**src/pmcs_defines.svh**
```systemverilog
`ifndef PMCS_DEFINES_SVH
`define PMCS_DEFINES_SVH

// Register port geometry
`define PMCS_ADDR_W 8
`define PMCS_DATA_W 16
`define PMCS_CTRL_ADDR 8'h00
`define PMCS_STAT_ADDR 8'h04

// Control register fields
`define PMCS_SEL_MSB 1
`define PMCS_SEL_LSB 0
`define PMCS_IDLE_BIT 2
`define PMCS_FREQ_MSB 6
`define PMCS_FREQ_LSB 4
`define PMCS_INTERNAL_SOURCE_SELECT_BIT 7
`define PMCS_T1EN_BIT 8
`define PMCS_WDTEN_BIT 9
`define PMCS_CTRL_MASK 16'h03f7
`define PMCS_CTRL_RST 16'h0000

// Status register fields
`define PMCS_PRI_FLAG_BIT 0
`define PMCS_INT_FLAG_BIT 1
`define PMCS_SEC_FLAG_BIT 2
`define PMCS_MODE_MSB 6
`define PMCS_MODE_LSB 4

// Timing
`define PMCS_CLK_NS 10
`define PMCS_TIOBST_NS 1000
`define PMCS_TCSD_NS 2000
`define PMCS_CNT_W 8
`define PMCS_TIOBST_CYC \
   ((`PMCS_TIOBST_NS + `PMCS_CLK_NS - 1) / `PMCS_CLK_NS)
`define PMCS_TCSD_CYC \
   ((`PMCS_TCSD_NS + `PMCS_CLK_NS - 1) / `PMCS_CLK_NS)
`define PMCS_SW_W 3
`define PMCS_OLD_CYC 3'h2
`define PMCS_NEW_CYC 3'h3

`endif

```
**src/pmcs_pkg.sv**
```systemverilog
package pmcs_pkg;

   typedef enum logic [1:0] {
      SRC_PRI = 2'b00,
      SRC_SEC = 2'b01,
      SRC_INT = 2'b10,
      SRC_NONE = 2'b11
   } pmcs_src_type;

   typedef enum logic [2:0] {
      ST_RUN = 3'b000,
      ST_SW_WAIT = 3'b001,
      ST_SW_OLD = 3'b010,
      ST_SW_NEW = 3'b011,
      ST_SLEEP = 3'b100,
      ST_WAKE = 3'b101
   } pmcs_state_type;

   typedef enum logic [2:0] {
      primary_run_mode = 3'b000,
      secondary_run_mode = 3'b001,
      internal_run_mode = 3'b010,
      primary_idle_mode = 3'b011,
      secondary_idle_mode = 3'b100,
      internal_idle_mode = 3'b101,
      sleep_mode = 3'b110,
      waking_mode = 3'b111
   } pmcs_mode_type;

endpackage

```
**src/pmcs_top.sv**
```systemverilog
// Decided for this implementation: the strobed register port and the register offsets.
`timescale 1ns/1ns
`include "pmcs_defines.svh"
module pmcs_top
   import pmcs_pkg::*;
(
   input wire logic clock,
   input wire logic rst_n,
   input wire logic [`PMCS_ADDR_W-1:0] reg_addr,
   input wire logic [`PMCS_DATA_W-1:0] reg_wdata,
   input wire logic reg_wr,
   input wire logic reg_rd,
   output logic [`PMCS_DATA_W-1:0] reg_rdata,
   input wire logic sleep_exec,
   input wire logic wake_irq,
   input wire logic wdt_timeout,
   input wire logic primary_ready_pin,
   input wire logic secondary_ready_pin,
   input wire logic fast_int_ready_pin,
   input wire logic two_speed_pin,
   input wire logic failsafe_pin,
   output logic cpu_clk_en,
   output logic periph_clk_en,
   output logic [1:0] clk_src_sel,
   output logic primary_osc_en,
   output logic secondary_osc_run,
   output logic fast_osc_en,
   output logic slow_rc_en,
   output logic [2:0] fast_freq_sel
);
   logic [4:0] sync_q;
   logic pri_rdy, sec_rdy, fast_rdy, two_speed, failsafe;
   logic [`PMCS_DATA_W-1:0] ctrl_r, rdata_r;
   pmcs_state_type state_r;
   pmcs_src_type cur_r, tgt_r, target;
   logic [`PMCS_SW_W-1:0] sw_cnt_r;
   logic idle_r, waking_r;
   logic [`PMCS_CNT_W-1:0] tcsd_cnt_r, iof_cnt_r;
   logic iof_raw_r;
   logic cpu_clk_en_r, periph_clk_en_r, primary_osc_en_r;
   logic secondary_osc_run_r, fast_osc_en_r, slow_rc_en_r;
   logic [1:0] clk_src_sel_r;
   logic [2:0] fast_freq_sel_r;
   logic [1:0] sel;
   logic idle_en, int_src, t1en, wdt_en, fast_req, alt_start;
   logic sec_blocked, sleep_ok, wake_evt, asleep_ok, periph_on;
   logic tgt_ready, pri_flag, int_flag, sec_flag;
   pmcs_mode_type mode;

   pmcs_sync #(.W(5)) u_sync (
      .clock(clock),
      .rst_n(rst_n),
      .d({failsafe_pin, two_speed_pin, fast_int_ready_pin,
          secondary_ready_pin, primary_ready_pin}),
      .q(sync_q)
   );

   assign pri_rdy = sync_q[0];
   assign sec_rdy = sync_q[1];
   assign fast_rdy = sync_q[2];
   assign two_speed = sync_q[3];
   assign failsafe = sync_q[4];

   assign sel = ctrl_r[`PMCS_SEL_MSB:`PMCS_SEL_LSB];
   assign idle_en = ctrl_r[`PMCS_IDLE_BIT];
   assign int_src = ctrl_r[`PMCS_INTERNAL_SOURCE_SELECT_BIT];
   assign t1en = ctrl_r[`PMCS_T1EN_BIT];
   assign wdt_en = ctrl_r[`PMCS_WDTEN_BIT];
   assign fast_req =
      (ctrl_r[`PMCS_FREQ_MSB:`PMCS_FREQ_LSB] != 3'h0) || int_src;
   assign alt_start = two_speed || failsafe;
   assign wake_evt = wake_irq || wdt_timeout;

   // Source decode; lower bit ignored when upper set
   always_comb begin
      if (sel[1])
         target = SRC_INT;
      else if (sel[0])
         target = SRC_SEC;
      else
         target = SRC_PRI;
   end

   assign sec_blocked = (target == SRC_SEC) && !t1en;
   // Idle enable sampled at the sleep instruction
   assign sleep_ok = sleep_exec && cpu_clk_en_r &&
      !(idle_en && sec_blocked);
   assign asleep_ok = sleep_ok &&
      ((state_r == ST_RUN) || (state_r == ST_SW_WAIT));

   always_comb begin
      case (tgt_r)
         SRC_PRI: tgt_ready = pri_rdy;
         SRC_SEC: tgt_ready = sec_rdy;
         SRC_INT: tgt_ready = 1'b1;
         default: tgt_ready = 1'b0;
      endcase
   end

   // Software owns the control word
   always_ff @(posedge clock or negedge rst_n) begin
      if (!rst_n)
         ctrl_r <= `PMCS_CTRL_RST;
      else if (reg_wr && reg_addr == `PMCS_CTRL_ADDR)
         ctrl_r <= reg_wdata & `PMCS_CTRL_MASK;
   end

   // Clock source sequencer
   always_ff @(posedge clock or negedge rst_n) begin
      if (!rst_n) begin
         state_r <= ST_WAKE;
         cur_r <= SRC_NONE;
         tgt_r <= SRC_PRI;
         sw_cnt_r <= '0;
      end else if (asleep_ok && !idle_en) begin
         state_r <= ST_SLEEP;
         cur_r <= SRC_NONE;
      end else begin
         case (state_r)
            ST_RUN: begin
               if (target != cur_r && !sec_blocked) begin
                  tgt_r <= target;
                  state_r <= ST_SW_WAIT;
               end
            end
            ST_SW_WAIT: begin
               if (target != tgt_r) begin
                  if (target == cur_r || sec_blocked)
                     state_r <= ST_RUN;
                  else
                     tgt_r <= target;
               end else if (tgt_ready) begin
                  state_r <= ST_SW_OLD;
                  sw_cnt_r <= '0;
               end
            end
            ST_SW_OLD: begin
               if (sw_cnt_r == `PMCS_OLD_CYC - 3'h1) begin
                  state_r <= ST_SW_NEW;
                  sw_cnt_r <= '0;
               end else begin
                  sw_cnt_r <= sw_cnt_r + 3'h1;
               end
            end
            ST_SW_NEW: begin
               if (sw_cnt_r == `PMCS_NEW_CYC - 3'h1) begin
                  cur_r <= tgt_r;
                  state_r <= ST_RUN;
               end else begin
                  sw_cnt_r <= sw_cnt_r + 3'h1;
               end
            end
            ST_SLEEP: begin
               if (wake_evt)
                  state_r <= ST_WAKE;
            end
            ST_WAKE: begin
               if (pri_rdy) begin
                  cur_r <= SRC_PRI;
                  state_r <= ST_RUN;
               end else if (alt_start) begin
                  cur_r <= SRC_INT;
               end
            end
            default: state_r <= ST_RUN;
         endcase
      end
   end

   // CPU gating: idle entry and the wake delay
   always_ff @(posedge clock or negedge rst_n) begin
      if (!rst_n) begin
         idle_r <= 1'b0;
         waking_r <= 1'b1;
         tcsd_cnt_r <= '0;
      end else if (asleep_ok) begin
         idle_r <= idle_en;
         waking_r <= 1'b0;
         tcsd_cnt_r <= '0;
      end else if ((idle_r || state_r == ST_SLEEP) && wake_evt &&
                   !waking_r) begin
         waking_r <= 1'b1;
         tcsd_cnt_r <= '0;
      end else if (waking_r) begin
         if (tcsd_cnt_r == `PMCS_CNT_W'(`PMCS_TCSD_CYC)) begin
            waking_r <= 1'b0;
            idle_r <= 1'b0;
         end else begin
            tcsd_cnt_r <= tcsd_cnt_r + `PMCS_CNT_W'(1);
         end
      end
   end

   // Fast internal oscillator stabilization
   always_ff @(posedge clock or negedge rst_n) begin
      if (!rst_n) begin
         iof_cnt_r <= '0;
         iof_raw_r <= 1'b0;
      end else if (!fast_osc_en_r) begin
         iof_cnt_r <= '0;
         iof_raw_r <= 1'b0;
      end else if (iof_cnt_r == `PMCS_CNT_W'(`PMCS_TIOBST_CYC)) begin
         iof_raw_r <= fast_rdy;
      end else begin
         iof_cnt_r <= iof_cnt_r + `PMCS_CNT_W'(1);
      end
   end

   // Clocks withheld in the switch gap and while Timer1 starts
   always_comb begin
      case (state_r)
         ST_RUN: periph_on = 1'b1;
         ST_SW_WAIT: periph_on = !(tgt_r == SRC_SEC && !sec_rdy);
         ST_WAKE: periph_on = (cur_r == SRC_INT);
         default: periph_on = 1'b0;
      endcase
   end

   always_ff @(posedge clock or negedge rst_n) begin
      if (!rst_n) begin
         periph_clk_en_r <= 1'b0;
         cpu_clk_en_r <= 1'b0;
         clk_src_sel_r <= SRC_PRI;
      end else begin
         periph_clk_en_r <= periph_on;
         cpu_clk_en_r <= periph_on && !idle_r && !waking_r;
         clk_src_sel_r <= cur_r;
      end
   end

   // Oscillator enables
   always_ff @(posedge clock or negedge rst_n) begin
      if (!rst_n) begin
         primary_osc_en_r <= 1'b1;
         secondary_osc_run_r <= 1'b0;
         fast_osc_en_r <= 1'b0;
         slow_rc_en_r <= 1'b0;
         fast_freq_sel_r <= 3'h0;
      end else begin
         primary_osc_en_r <= (state_r == ST_WAKE) ||
            (state_r != ST_SLEEP && cur_r == SRC_PRI) ||
            (state_r != ST_RUN && state_r != ST_SLEEP &&
             tgt_r == SRC_PRI);
         secondary_osc_run_r <= t1en;
         fast_osc_en_r <= fast_req && state_r != ST_SLEEP;
         slow_rc_en_r <= wdt_en || failsafe ||
            (cur_r == SRC_INT && !fast_req);
         fast_freq_sel_r <=
            ctrl_r[`PMCS_FREQ_MSB:`PMCS_FREQ_LSB];
      end
   end

   // Status flags follow the source driving the clock; the internal flag also waits for iof_raw_r
   assign pri_flag = (cur_r == SRC_PRI);
   assign sec_flag = (cur_r == SRC_SEC);
   assign int_flag = (cur_r == SRC_INT) && iof_raw_r;

   always_comb begin
      if (state_r == ST_SLEEP)
         mode = sleep_mode;
      else if (waking_r && !idle_r)
         mode = waking_mode;
      else begin
         case (cur_r)
            SRC_PRI: mode = idle_r ? primary_idle_mode : primary_run_mode;
            SRC_SEC:
               mode = idle_r ? secondary_idle_mode : secondary_run_mode;
            SRC_INT:
               mode = idle_r ? internal_idle_mode : internal_run_mode;
            default: mode = waking_mode;
         endcase
      end
   end

   always_ff @(posedge clock or negedge rst_n) begin
      if (!rst_n)
         rdata_r <= '0;
      else begin
         rdata_r <= '0;
         if (reg_rd) begin
            case (reg_addr)
               `PMCS_CTRL_ADDR: rdata_r <= ctrl_r;
               `PMCS_STAT_ADDR: begin
                  rdata_r[`PMCS_PRI_FLAG_BIT] <= pri_flag;
                  rdata_r[`PMCS_INT_FLAG_BIT] <= int_flag;
                  rdata_r[`PMCS_SEC_FLAG_BIT] <= sec_flag;
                  rdata_r[`PMCS_MODE_MSB:`PMCS_MODE_LSB] <= mode;
               end
               default: rdata_r <= '0;
            endcase
         end
      end
   end

   assign reg_rdata = rdata_r;
   assign cpu_clk_en = cpu_clk_en_r;
   assign periph_clk_en = periph_clk_en_r;
   assign clk_src_sel = clk_src_sel_r;
   assign primary_osc_en = primary_osc_en_r;
   assign secondary_osc_run = secondary_osc_run_r;
   assign fast_osc_en = fast_osc_en_r;
   assign slow_rc_en = slow_rc_en_r;
   assign fast_freq_sel = fast_freq_sel_r;

   a_sec_blocked:
   assert property (@(posedge clock) disable iff (!rst_n)
      (state_r == ST_RUN && sec_blocked) |=> state_r != ST_SW_WAIT)
   else $error("Disabled Timer1 selection started a switch");

   a_sleep_stops:
   assert property (@(posedge clock) disable iff (!rst_n)
      (asleep_ok && !idle_en) |=> (cur_r == SRC_NONE && !pri_flag)
      ##1 (!periph_clk_en_r && !cpu_clk_en_r))
   else $error("Sleep did not stop clocks and flags");

   a_idle_gates_cpu:
   assert property (@(posedge clock) disable iff (!rst_n)
      (asleep_ok && idle_en && state_r == ST_RUN && target == cur_r &&
       !wake_evt) |=> idle_r ##1 (!cpu_clk_en_r && periph_clk_en_r))
   else $error("Idle entry did not gate only the CPU");

   a_switch_length:
   assert property (@(posedge clock) disable iff (!rst_n)
      (state_r == ST_SW_WAIT ##1 state_r == ST_SW_OLD) |->
      (state_r == ST_SW_OLD)[*2] ##1 (state_r == ST_SW_NEW)[*3]
      ##1 state_r == ST_RUN)
   else $error("Switch did not take two plus three cycles");

   a_switch_gap:
   assert property (@(posedge clock) disable iff (!rst_n)
      (state_r == ST_SW_OLD || state_r == ST_SW_NEW) |=>
      (!periph_clk_en_r && !cpu_clk_en_r))
   else $error("Clock enabled during switch gap");

   a_t1_start_wait:
   assert property (@(posedge clock) disable iff (!rst_n)
      (state_r == ST_SW_WAIT && tgt_r == SRC_SEC && !sec_rdy) |=>
      !periph_clk_en_r)
   else $error("Peripherals clocked before Timer1 started");

   a_old_clock_kept:
   assert property (@(posedge clock) disable iff (!rst_n)
      (state_r == ST_SW_WAIT && tgt_r == SRC_PRI) |=>
      (periph_clk_en_r && clk_src_sel_r == $past(cur_r)))
   else $error("Old clock not kept while primary starts");

   a_ctrl_hold:
   assert property (@(posedge clock) disable iff (!rst_n)
      !(reg_wr && reg_addr == `PMCS_CTRL_ADDR) |=> $stable(ctrl_r))
   else $error("Control word changed without a write");

   a_wake_delay:
   assert property (@(posedge clock) disable iff (!rst_n)
      $rose(waking_r) |=> (!cpu_clk_en_r)[*8])
   else $error("CPU clocked before wake delay");

   a_stable_delay:
   assert property (@(posedge clock) disable iff (!rst_n)
      $rose(iof_raw_r) |->
      (iof_cnt_r == `PMCS_CNT_W'(`PMCS_TIOBST_CYC) && fast_osc_en_r))
   else $error("Internal stable flag set early");

   a_wake_withheld:
   assert property (@(posedge clock) disable iff (!rst_n)
      (state_r == ST_WAKE && cur_r == SRC_NONE) |=> !periph_clk_en_r)
   else $error("Clocks given before primary ready");
endmodule // pmcs_top

```
**src/pmcs_sync.sv**
```systemverilog
`timescale 1ns/1ns
module pmcs_sync #(
   parameter int W = 1
) (
   input wire logic clock,
   input wire logic rst_n,
   input wire logic [W-1:0] d,
   output logic [W-1:0] q
);
   logic [W-1:0] meta_r;
   logic [W-1:0] hold_r;

   genvar i;
   generate
      for (i = 0; i < W; i++) begin : g_bit
         always_ff @(posedge clock or negedge rst_n) begin
            if (!rst_n) begin
               meta_r[i] <= 1'b0;
               hold_r[i] <= 1'b0;
            end else begin
               meta_r[i] <= d[i];
               hold_r[i] <= meta_r[i];
            end
         end
      end
   endgenerate

   assign q = hold_r;
endmodule // pmcs_sync

```
**config.mk**
```make
export PLATFORM = sky130hd
export DESIGN_NAME = pmcs_top
export DESIGN_NICKNAME = d
export VERILOG_FILES = /design/src/pmcs_pkg.sv /design/src/pmcs_top.sv /design/src/pmcs_sync.sv
export VERILOG_INCLUDE_DIRS = /design/src
export SDC_FILE = /design/constraint.sdc
export NUM_CORES = 1
export LEC_CHECK = 0
export BUFFER_PORTS_ARGS = -buffer_cell sky130_fd_sc_hd__buf_4
export CORE_UTILIZATION = 49
export DETAILED_ROUTE_END_ITERATION = 6
export GPL_TIMING_DRIVEN = 0
export PLACE_DENSITY = 0.73
export SETUP_SLACK_MARGIN = 0.2
export SYNTH_ARGS = -nofsm -noshare
export SYNTH_HDL_FRONTEND = slang
export SYNTH_SLANG_ARGS = --single-unit
export TNS_END_PERCENT = 10
```
**constraint.sdc**
```tcl
create_clock -name clock -period 1.9 [get_ports clock]
set_input_delay 0.475 -clock clock [delete_from_list [all_inputs] [get_ports clock]]
set_output_delay 0.475 -clock clock [all_outputs]
set_load 0.02 [all_outputs]
```
* Word level (Yosys, flattened, before mapping)
Index checks and enable logic that the tools add are counted.
** Word-level totals
- Input bits :: 36
- Register bits :: 75
- Output and inout bits :: 27
** Cells by class
- Equal/unequal tests :: 37
- Add/sub/neg operators :: 3
- Bitwise operators :: 1
- Reductions and logical operators :: 57
- Muxes and demuxes :: 54
** Operators by type and width (count)
- 3-bit two-way mux :: 18
- 8-bit two-way mux :: 6
- 1-bit logical AND :: 20
- 2-bit two-way mux :: 9
- 3-bit one-hot mux with 3 select lines :: 2
- 3-bit one-hot mux with 6 select lines :: 1
- 8-bit by 1-bit adder with 8-bit output (second input constant) :: 2
- 3-bit inequality test (second input constant) :: 5
- 3-bit nonzero test :: 5
- 2-bit inequality test (second input constant) :: 6
- 3-bit one-hot mux with 2 select lines :: 2
- 1-bit two-way mux :: 11
- 1-bit logical OR :: 10
- 10-bit two-way mux :: 1
- 5-bit AND reduction :: 2
- 3-bit by 2-bit == test with 1-bit output (second input constant) :: 3
- 1-bit logical NOT :: 9
- 8-bit by 3-bit == test with 1-bit output (second input constant) :: 1
- 8-bit by 7-bit == test with 1-bit output (second input constant) :: 1
- 8-bit == test (second input constant) :: 1
- 8-bit logical NOT :: 1
- 4-bit by 3-bit inequality test with 1-bit output (second input constant) :: 2
- 2-bit one-hot mux with 2 select lines :: 2
- 7-bit AND reduction :: 1
- other kinds (18) :: 31

* Longest topological paths before layout
- Depth in word-level cells :: 11
- Depth in mapped cells :: 7

* By module
Synthesis repeated with hierarchy kept, for this count alone.
** Unflattened totals
- Cell total of the unflattened synthesis :: 298
- Area total of the unflattened synthesis :: 3171.8 sq um
** By module, submodules not included
- pmcs_top :: cells each 288, area each 2921.6 sq um, instances 1, sequential area each 1458.9 sq um
- pmcs_sync :: cells each 10, area each 250.2 sq um, instances 1, sequential area each 250.2 sq um

* Worst setup path after synthesis
OpenSTA, ideal clock, no wires.
- Path kind :: input-to-reg
- From :: input port reg_addr[5]
- To :: register ctrl_r[2]
- Data required time :: 1772 ps
- Slack :: 71 ps
- Stages on the path :: 4
- Library setup time :: 128 ps
- Arrival :: 1701 ps
- Cells stage by stage :: or4_4 nor4_4 nand3b_4 mux2_1
** On the way
- Word-level cells in the longest chain between the ends :: 2
** RTL lines
- start: declaration :: line pmcs_top.sv:9 : input wire logic [`PMCS_ADDR_W-1:0] reg_addr,
- 8-bit logical NOT
- 1-bit logical AND (no source line)
- end signal: assignment :: line pmcs_top.sv:103 : ctrl_r <= `PMCS_CTRL_RST;
- end signal: assignment :: line pmcs_top.sv:105 : ctrl_r <= reg_wdata & `PMCS_CTRL_MASK;
- end: declaration :: line pmcs_top.sv:33 : logic [`PMCS_DATA_W-1:0] ctrl_r, rdata_r;
Every way passes these cells.
A chain may end at the register's enable or synchronous reset.

* Worst setup path after layout
- From :: register cur_r[1]
- To :: register state_r[0]
** On the way
- Word-level cells in the longest chain between the ends :: 4
** RTL lines
- start: declaration :: line pmcs_top.sv:35 : pmcs_src_type cur_r, tgt_r, target;
- start signal: assignment :: line pmcs_top.sv:147 : cur_r <= tgt_r;
- 2-bit == test or 2-bit inequality test (tied branches) :: line pmcs_top.sv:128, pmcs_top.sv:121
- 1-bit logical OR or 1-bit logical AND (tied branches) :: line pmcs_top.sv:128, pmcs_top.sv:121
- 4-bit by 3-bit inequality test with 1-bit output (no source line) or 3-bit by 1-bit inequality test with 1-bit output (tied branches)
- 7-bit AND reduction (no source line) *
- end signal: assignment :: line pmcs_top.sv:129 : state_r <= ST_RUN;
- end signal: assignment :: line pmcs_top.sv:133 : state_r <= ST_SW_OLD;
- end signal: assignment :: line pmcs_top.sv:139 : state_r <= ST_SW_NEW;
- end: declaration :: line pmcs_top.sv:34 : pmcs_state_type state_r;
Every way passes the cells marked *; elsewhere a longest branch is shown, timed or not.

==> impl_metrics.yaml <==
status:
  status: "complete, no violations"
timing:
  setup_slack_ns: 0.06157
  max_freq_mhz: 543.9
  hold_viol_final: 0
  rsz0062_at_grt: "yes"
  setup_viol: 0
  worst_pin_slew_ns: 0.8321
  slew_headroom: 0.4452
  finClkSkew_ns: 0.01220
  min_period_ns: 1.838
  period_share: 0.9676
  drv_slew: 0
logic_synthesis:
  avgSynthCellArea_um2: 11.32
  synth_seq_cells: 68
  synth_edf_count: 0
  synth_flop_cell: "dfrtp_1"
  synth_cells: 284
  syn_area_um2: 3216
  yosysUniqueCellTypes: 61
  synthArstFlopShare: 1.000
  seq_area_frac_synth: 0.5315
  synth_warnings: 0
floorplanning:
  io_pins: 63
  dieWidth_um: 83.01
  num_rows: 29
  dieArea_um2: 6891
  fp.coreArea_um2: 6350
  initial_utilization: 0.5064
  die_h_um: 83.01
grt:
  grt_pass1_vias: 2212
  grt_pass1_wl_mm: 10.64
  grt_max_degree: 69
  track_usage: 0.1977
  antenna_found_initial: 0
  grt_overflow: 0
clock_tree:
  postCtsHoldBufs: 0
  cts_tree: "yes"
  htreeDepth: 3
  clk_path_buf_depth: 2
  clkLatencyLatePin_ns: 0.34
  cts-root-buf: "clkbuf_8"
  numCtsBuffers: 9
  clock_sinks: 68
  clk_pin_slew_ns: 0.08
setup_path:
  required_ns: 2.15
  r2r_setup_slack_ns: 0.06
  arrival_ns: 2.09
  cp-end-kind: "flop"
  path_max_fanout: 8
  rr_worst_depth: 7
  timing.rr.end: "state_r[0]"
  r2r_start: "cur_r[1]"
  worstSetupStartpointType: "flop"
  critPathKind: "reg2reg"
placement:
  pre_cts_ws_ns: -0.1385
  dp_cells: 415
  portBuffers: 48
  hpwl_mm: 4.419
  routabilityCongestion: 0.8495
final_layout:
  final_core_util: 0.6522
  fillerInstances: 484
  diodes: 0
  syn2layout_area_growth_pct: 28.79
  drive_gt1_frac: 0.3689
  instances_no_fill: 443
  layout_common_cells: "69 x buf_4, 62 x dfrtp_1, 20 x nor2_1"
  final_common_cell: "buf_4"
  final_nets: 404
detailed_routing:
  antenna_left: 0
  viasPerCell: 5.327
  drc: 0
  num_vias: 2360
  drtIter0Drc: 113
  first_pass_iters: 4
  drt-total-wl_mm: 6.573
  wl_per_cell_um: 14.84
power:
  power_per_cell_area_nw_per_um2: 1124
  p_leak_uw: 0.002009
  peakVddDrop_uv: 710.1
job:
  drv_cap: 0
min_path:
  worstHoldPathType: "in2async"
## stage by stage
step | TNS (ns) | cell area (um^2) | power [uW] | hold slack, ns
after CTS | 0 | 4011 | 4495 | 0.2155
after global routing | -0.03110 | 4141 | 4906 | 0.2020
after detailed placement | -1.751 | 3695 | 2927 | 0.3365
after global placement | -1.364 | 3695 | 2896 | 0.3328
final | 0 | 4141 | 4656 | 0.2160
after floorplan | 0 | 3238 | 2573 | 0.1794
## routing by layer
| layer | share of wire | GRT usage | vias to the layer above |
|---|---|---|---|
| li1 | - | - | 1136 |
| met1 | 0.44 | 0.2517 | 1159 |
| met2 | 0.51 | 0.3204 | 53 |
| met3 | 0.035 | 0.06064 | 12 |
| met4 | 0.019 | 0.06897 | 0 |
| met5 | 0 | 0 | - |
## worst max path at each step
stage / start / endpoint / slack (ns) / cells after the start
2_1_floorplan: reg_addr[5] / ctrl_r[2] / 0.07 / 4
3_3_place_gp: reg_addr[5] / ctrl_r[2] / -0.12 / 5
3_5_place_dp: reg_addr[5] / ctrl_r[2] / -0.14 / 5
4_1_cts: state_r[0] / sw_cnt_r[1] / 0.06 / 5
5_1_grt: state_r[0] / cpu_clk_en / -0.03 / 5
6_report: cur_r[1] / state_r[0] / 0.06 / 7
## registers in the layout (all words and copies together), names as in the netlist, 2 cells and up
signal         count
ctrl_r             9
reg_rdata          9
iof_cnt_r          8
tcsd_cnt_r         8
u_sync.meta_r      5
u_sync.q           5
fast_freq_sel      3
state_r            3
sw_cnt_r           3
clk_src_sel        2
cur_r              2
tgt_r              2
## cell usage after synthesis (3+ instances only)
| cell | number | area, um^2 |
|---|---|---|
| dfrtp_1 | 62 | 1551 |
| nor2_1 | 22 | 82.58 |
| inv_1 | 15 | 56.30 |
| nand2_1 | 14 | 52.55 |
| a21oi_1 | 11 | 55.05 |
| and2_1 | 11 | 68.82 |
| mux2_2 | 11 | 123.9 |
| nand3_1 | 10 | 50.05 |
| buf_4 | 9 | 67.56 |
| xor2_1 | 9 | 78.83 |
| buf_2 | 7 | 35.03 |
| ha_1 | 7 | 87.58 |
| o21ai_0 | 7 | 35.03 |
| dfstp_2 | 6 | 157.7 |
| nor2b_1 | 5 | 31.28 |
| xnor2_1 | 5 | 43.79 |
| and3_1 | 4 | 25.02 |
| mux2i_1 | 4 | 40.04 |
| a31oi_1 | 3 | 18.77 |
| a32o_1 | 3 | 30.03 |
| nand2b_1 | 3 | 18.77 |
| nor3_1 | 3 | 15.01 |
| o21a_1 | 3 | 22.52 |
| or2_2 | 3 | 18.77 |
## layout make-up
cell class / instances / area (um^2) / area share
clock buffers: 10 / 127.6 / 0.03082
repair buffers: 60 / 450.4 / 0.1088
multi-input cells: 189 / 1450 / 0.3502
flip-flops and latches: 68 / 1709 / 0.4127
inverters: 15 / 56.30 / 0.01360
well taps: 77 / 96.34 / 0.02326
plain buffers: 18 / 137.6 / 0.03323
clock inverters: 6 / 113.9 / 0.02749
## logic make-up after synthesis
group / synth area share
flip-flops: 0.5315
adder cells (fa/ha/maj): 0.02724
multiplexers: 0.05448
buffers and inverters: 0.05408
other: 0.001166
XOR/XNOR: 0.04319
AO/OA/AOI/OAI: 0.1198
AND/OR/NAND/NOR: 0.1685
## critical path, stage by stage, from the launching register on
cell and delay, ns:
dfstp_2 0.53, buf_6 0.13, nand2b_4 0.14, a21boi_2 0.08, a2111oi_4 0.33, buf_4 0.18
a31oi_2 0.09, o32ai_2 0.27
## power by group
part | switching (uW) | internal (uW) | leakage (uW)
logic | 788 | 704 | 0.00102
registers | 111 | 1640 | 0.000874
clock network | 542 | 874 | 0.000113
total | 1440 | 3210 | 0.00201
## repair_timing
action                                  CTS  global route
buffers inserted                          6             6
resized for setup                        10            13
hold endpoints to repair                  0             0
gates cloned                              0             0
endpoints found under the setup margin   18            26
pin swaps                                 5             3
No activity file was read; power rests on OpenSTA's default activity.
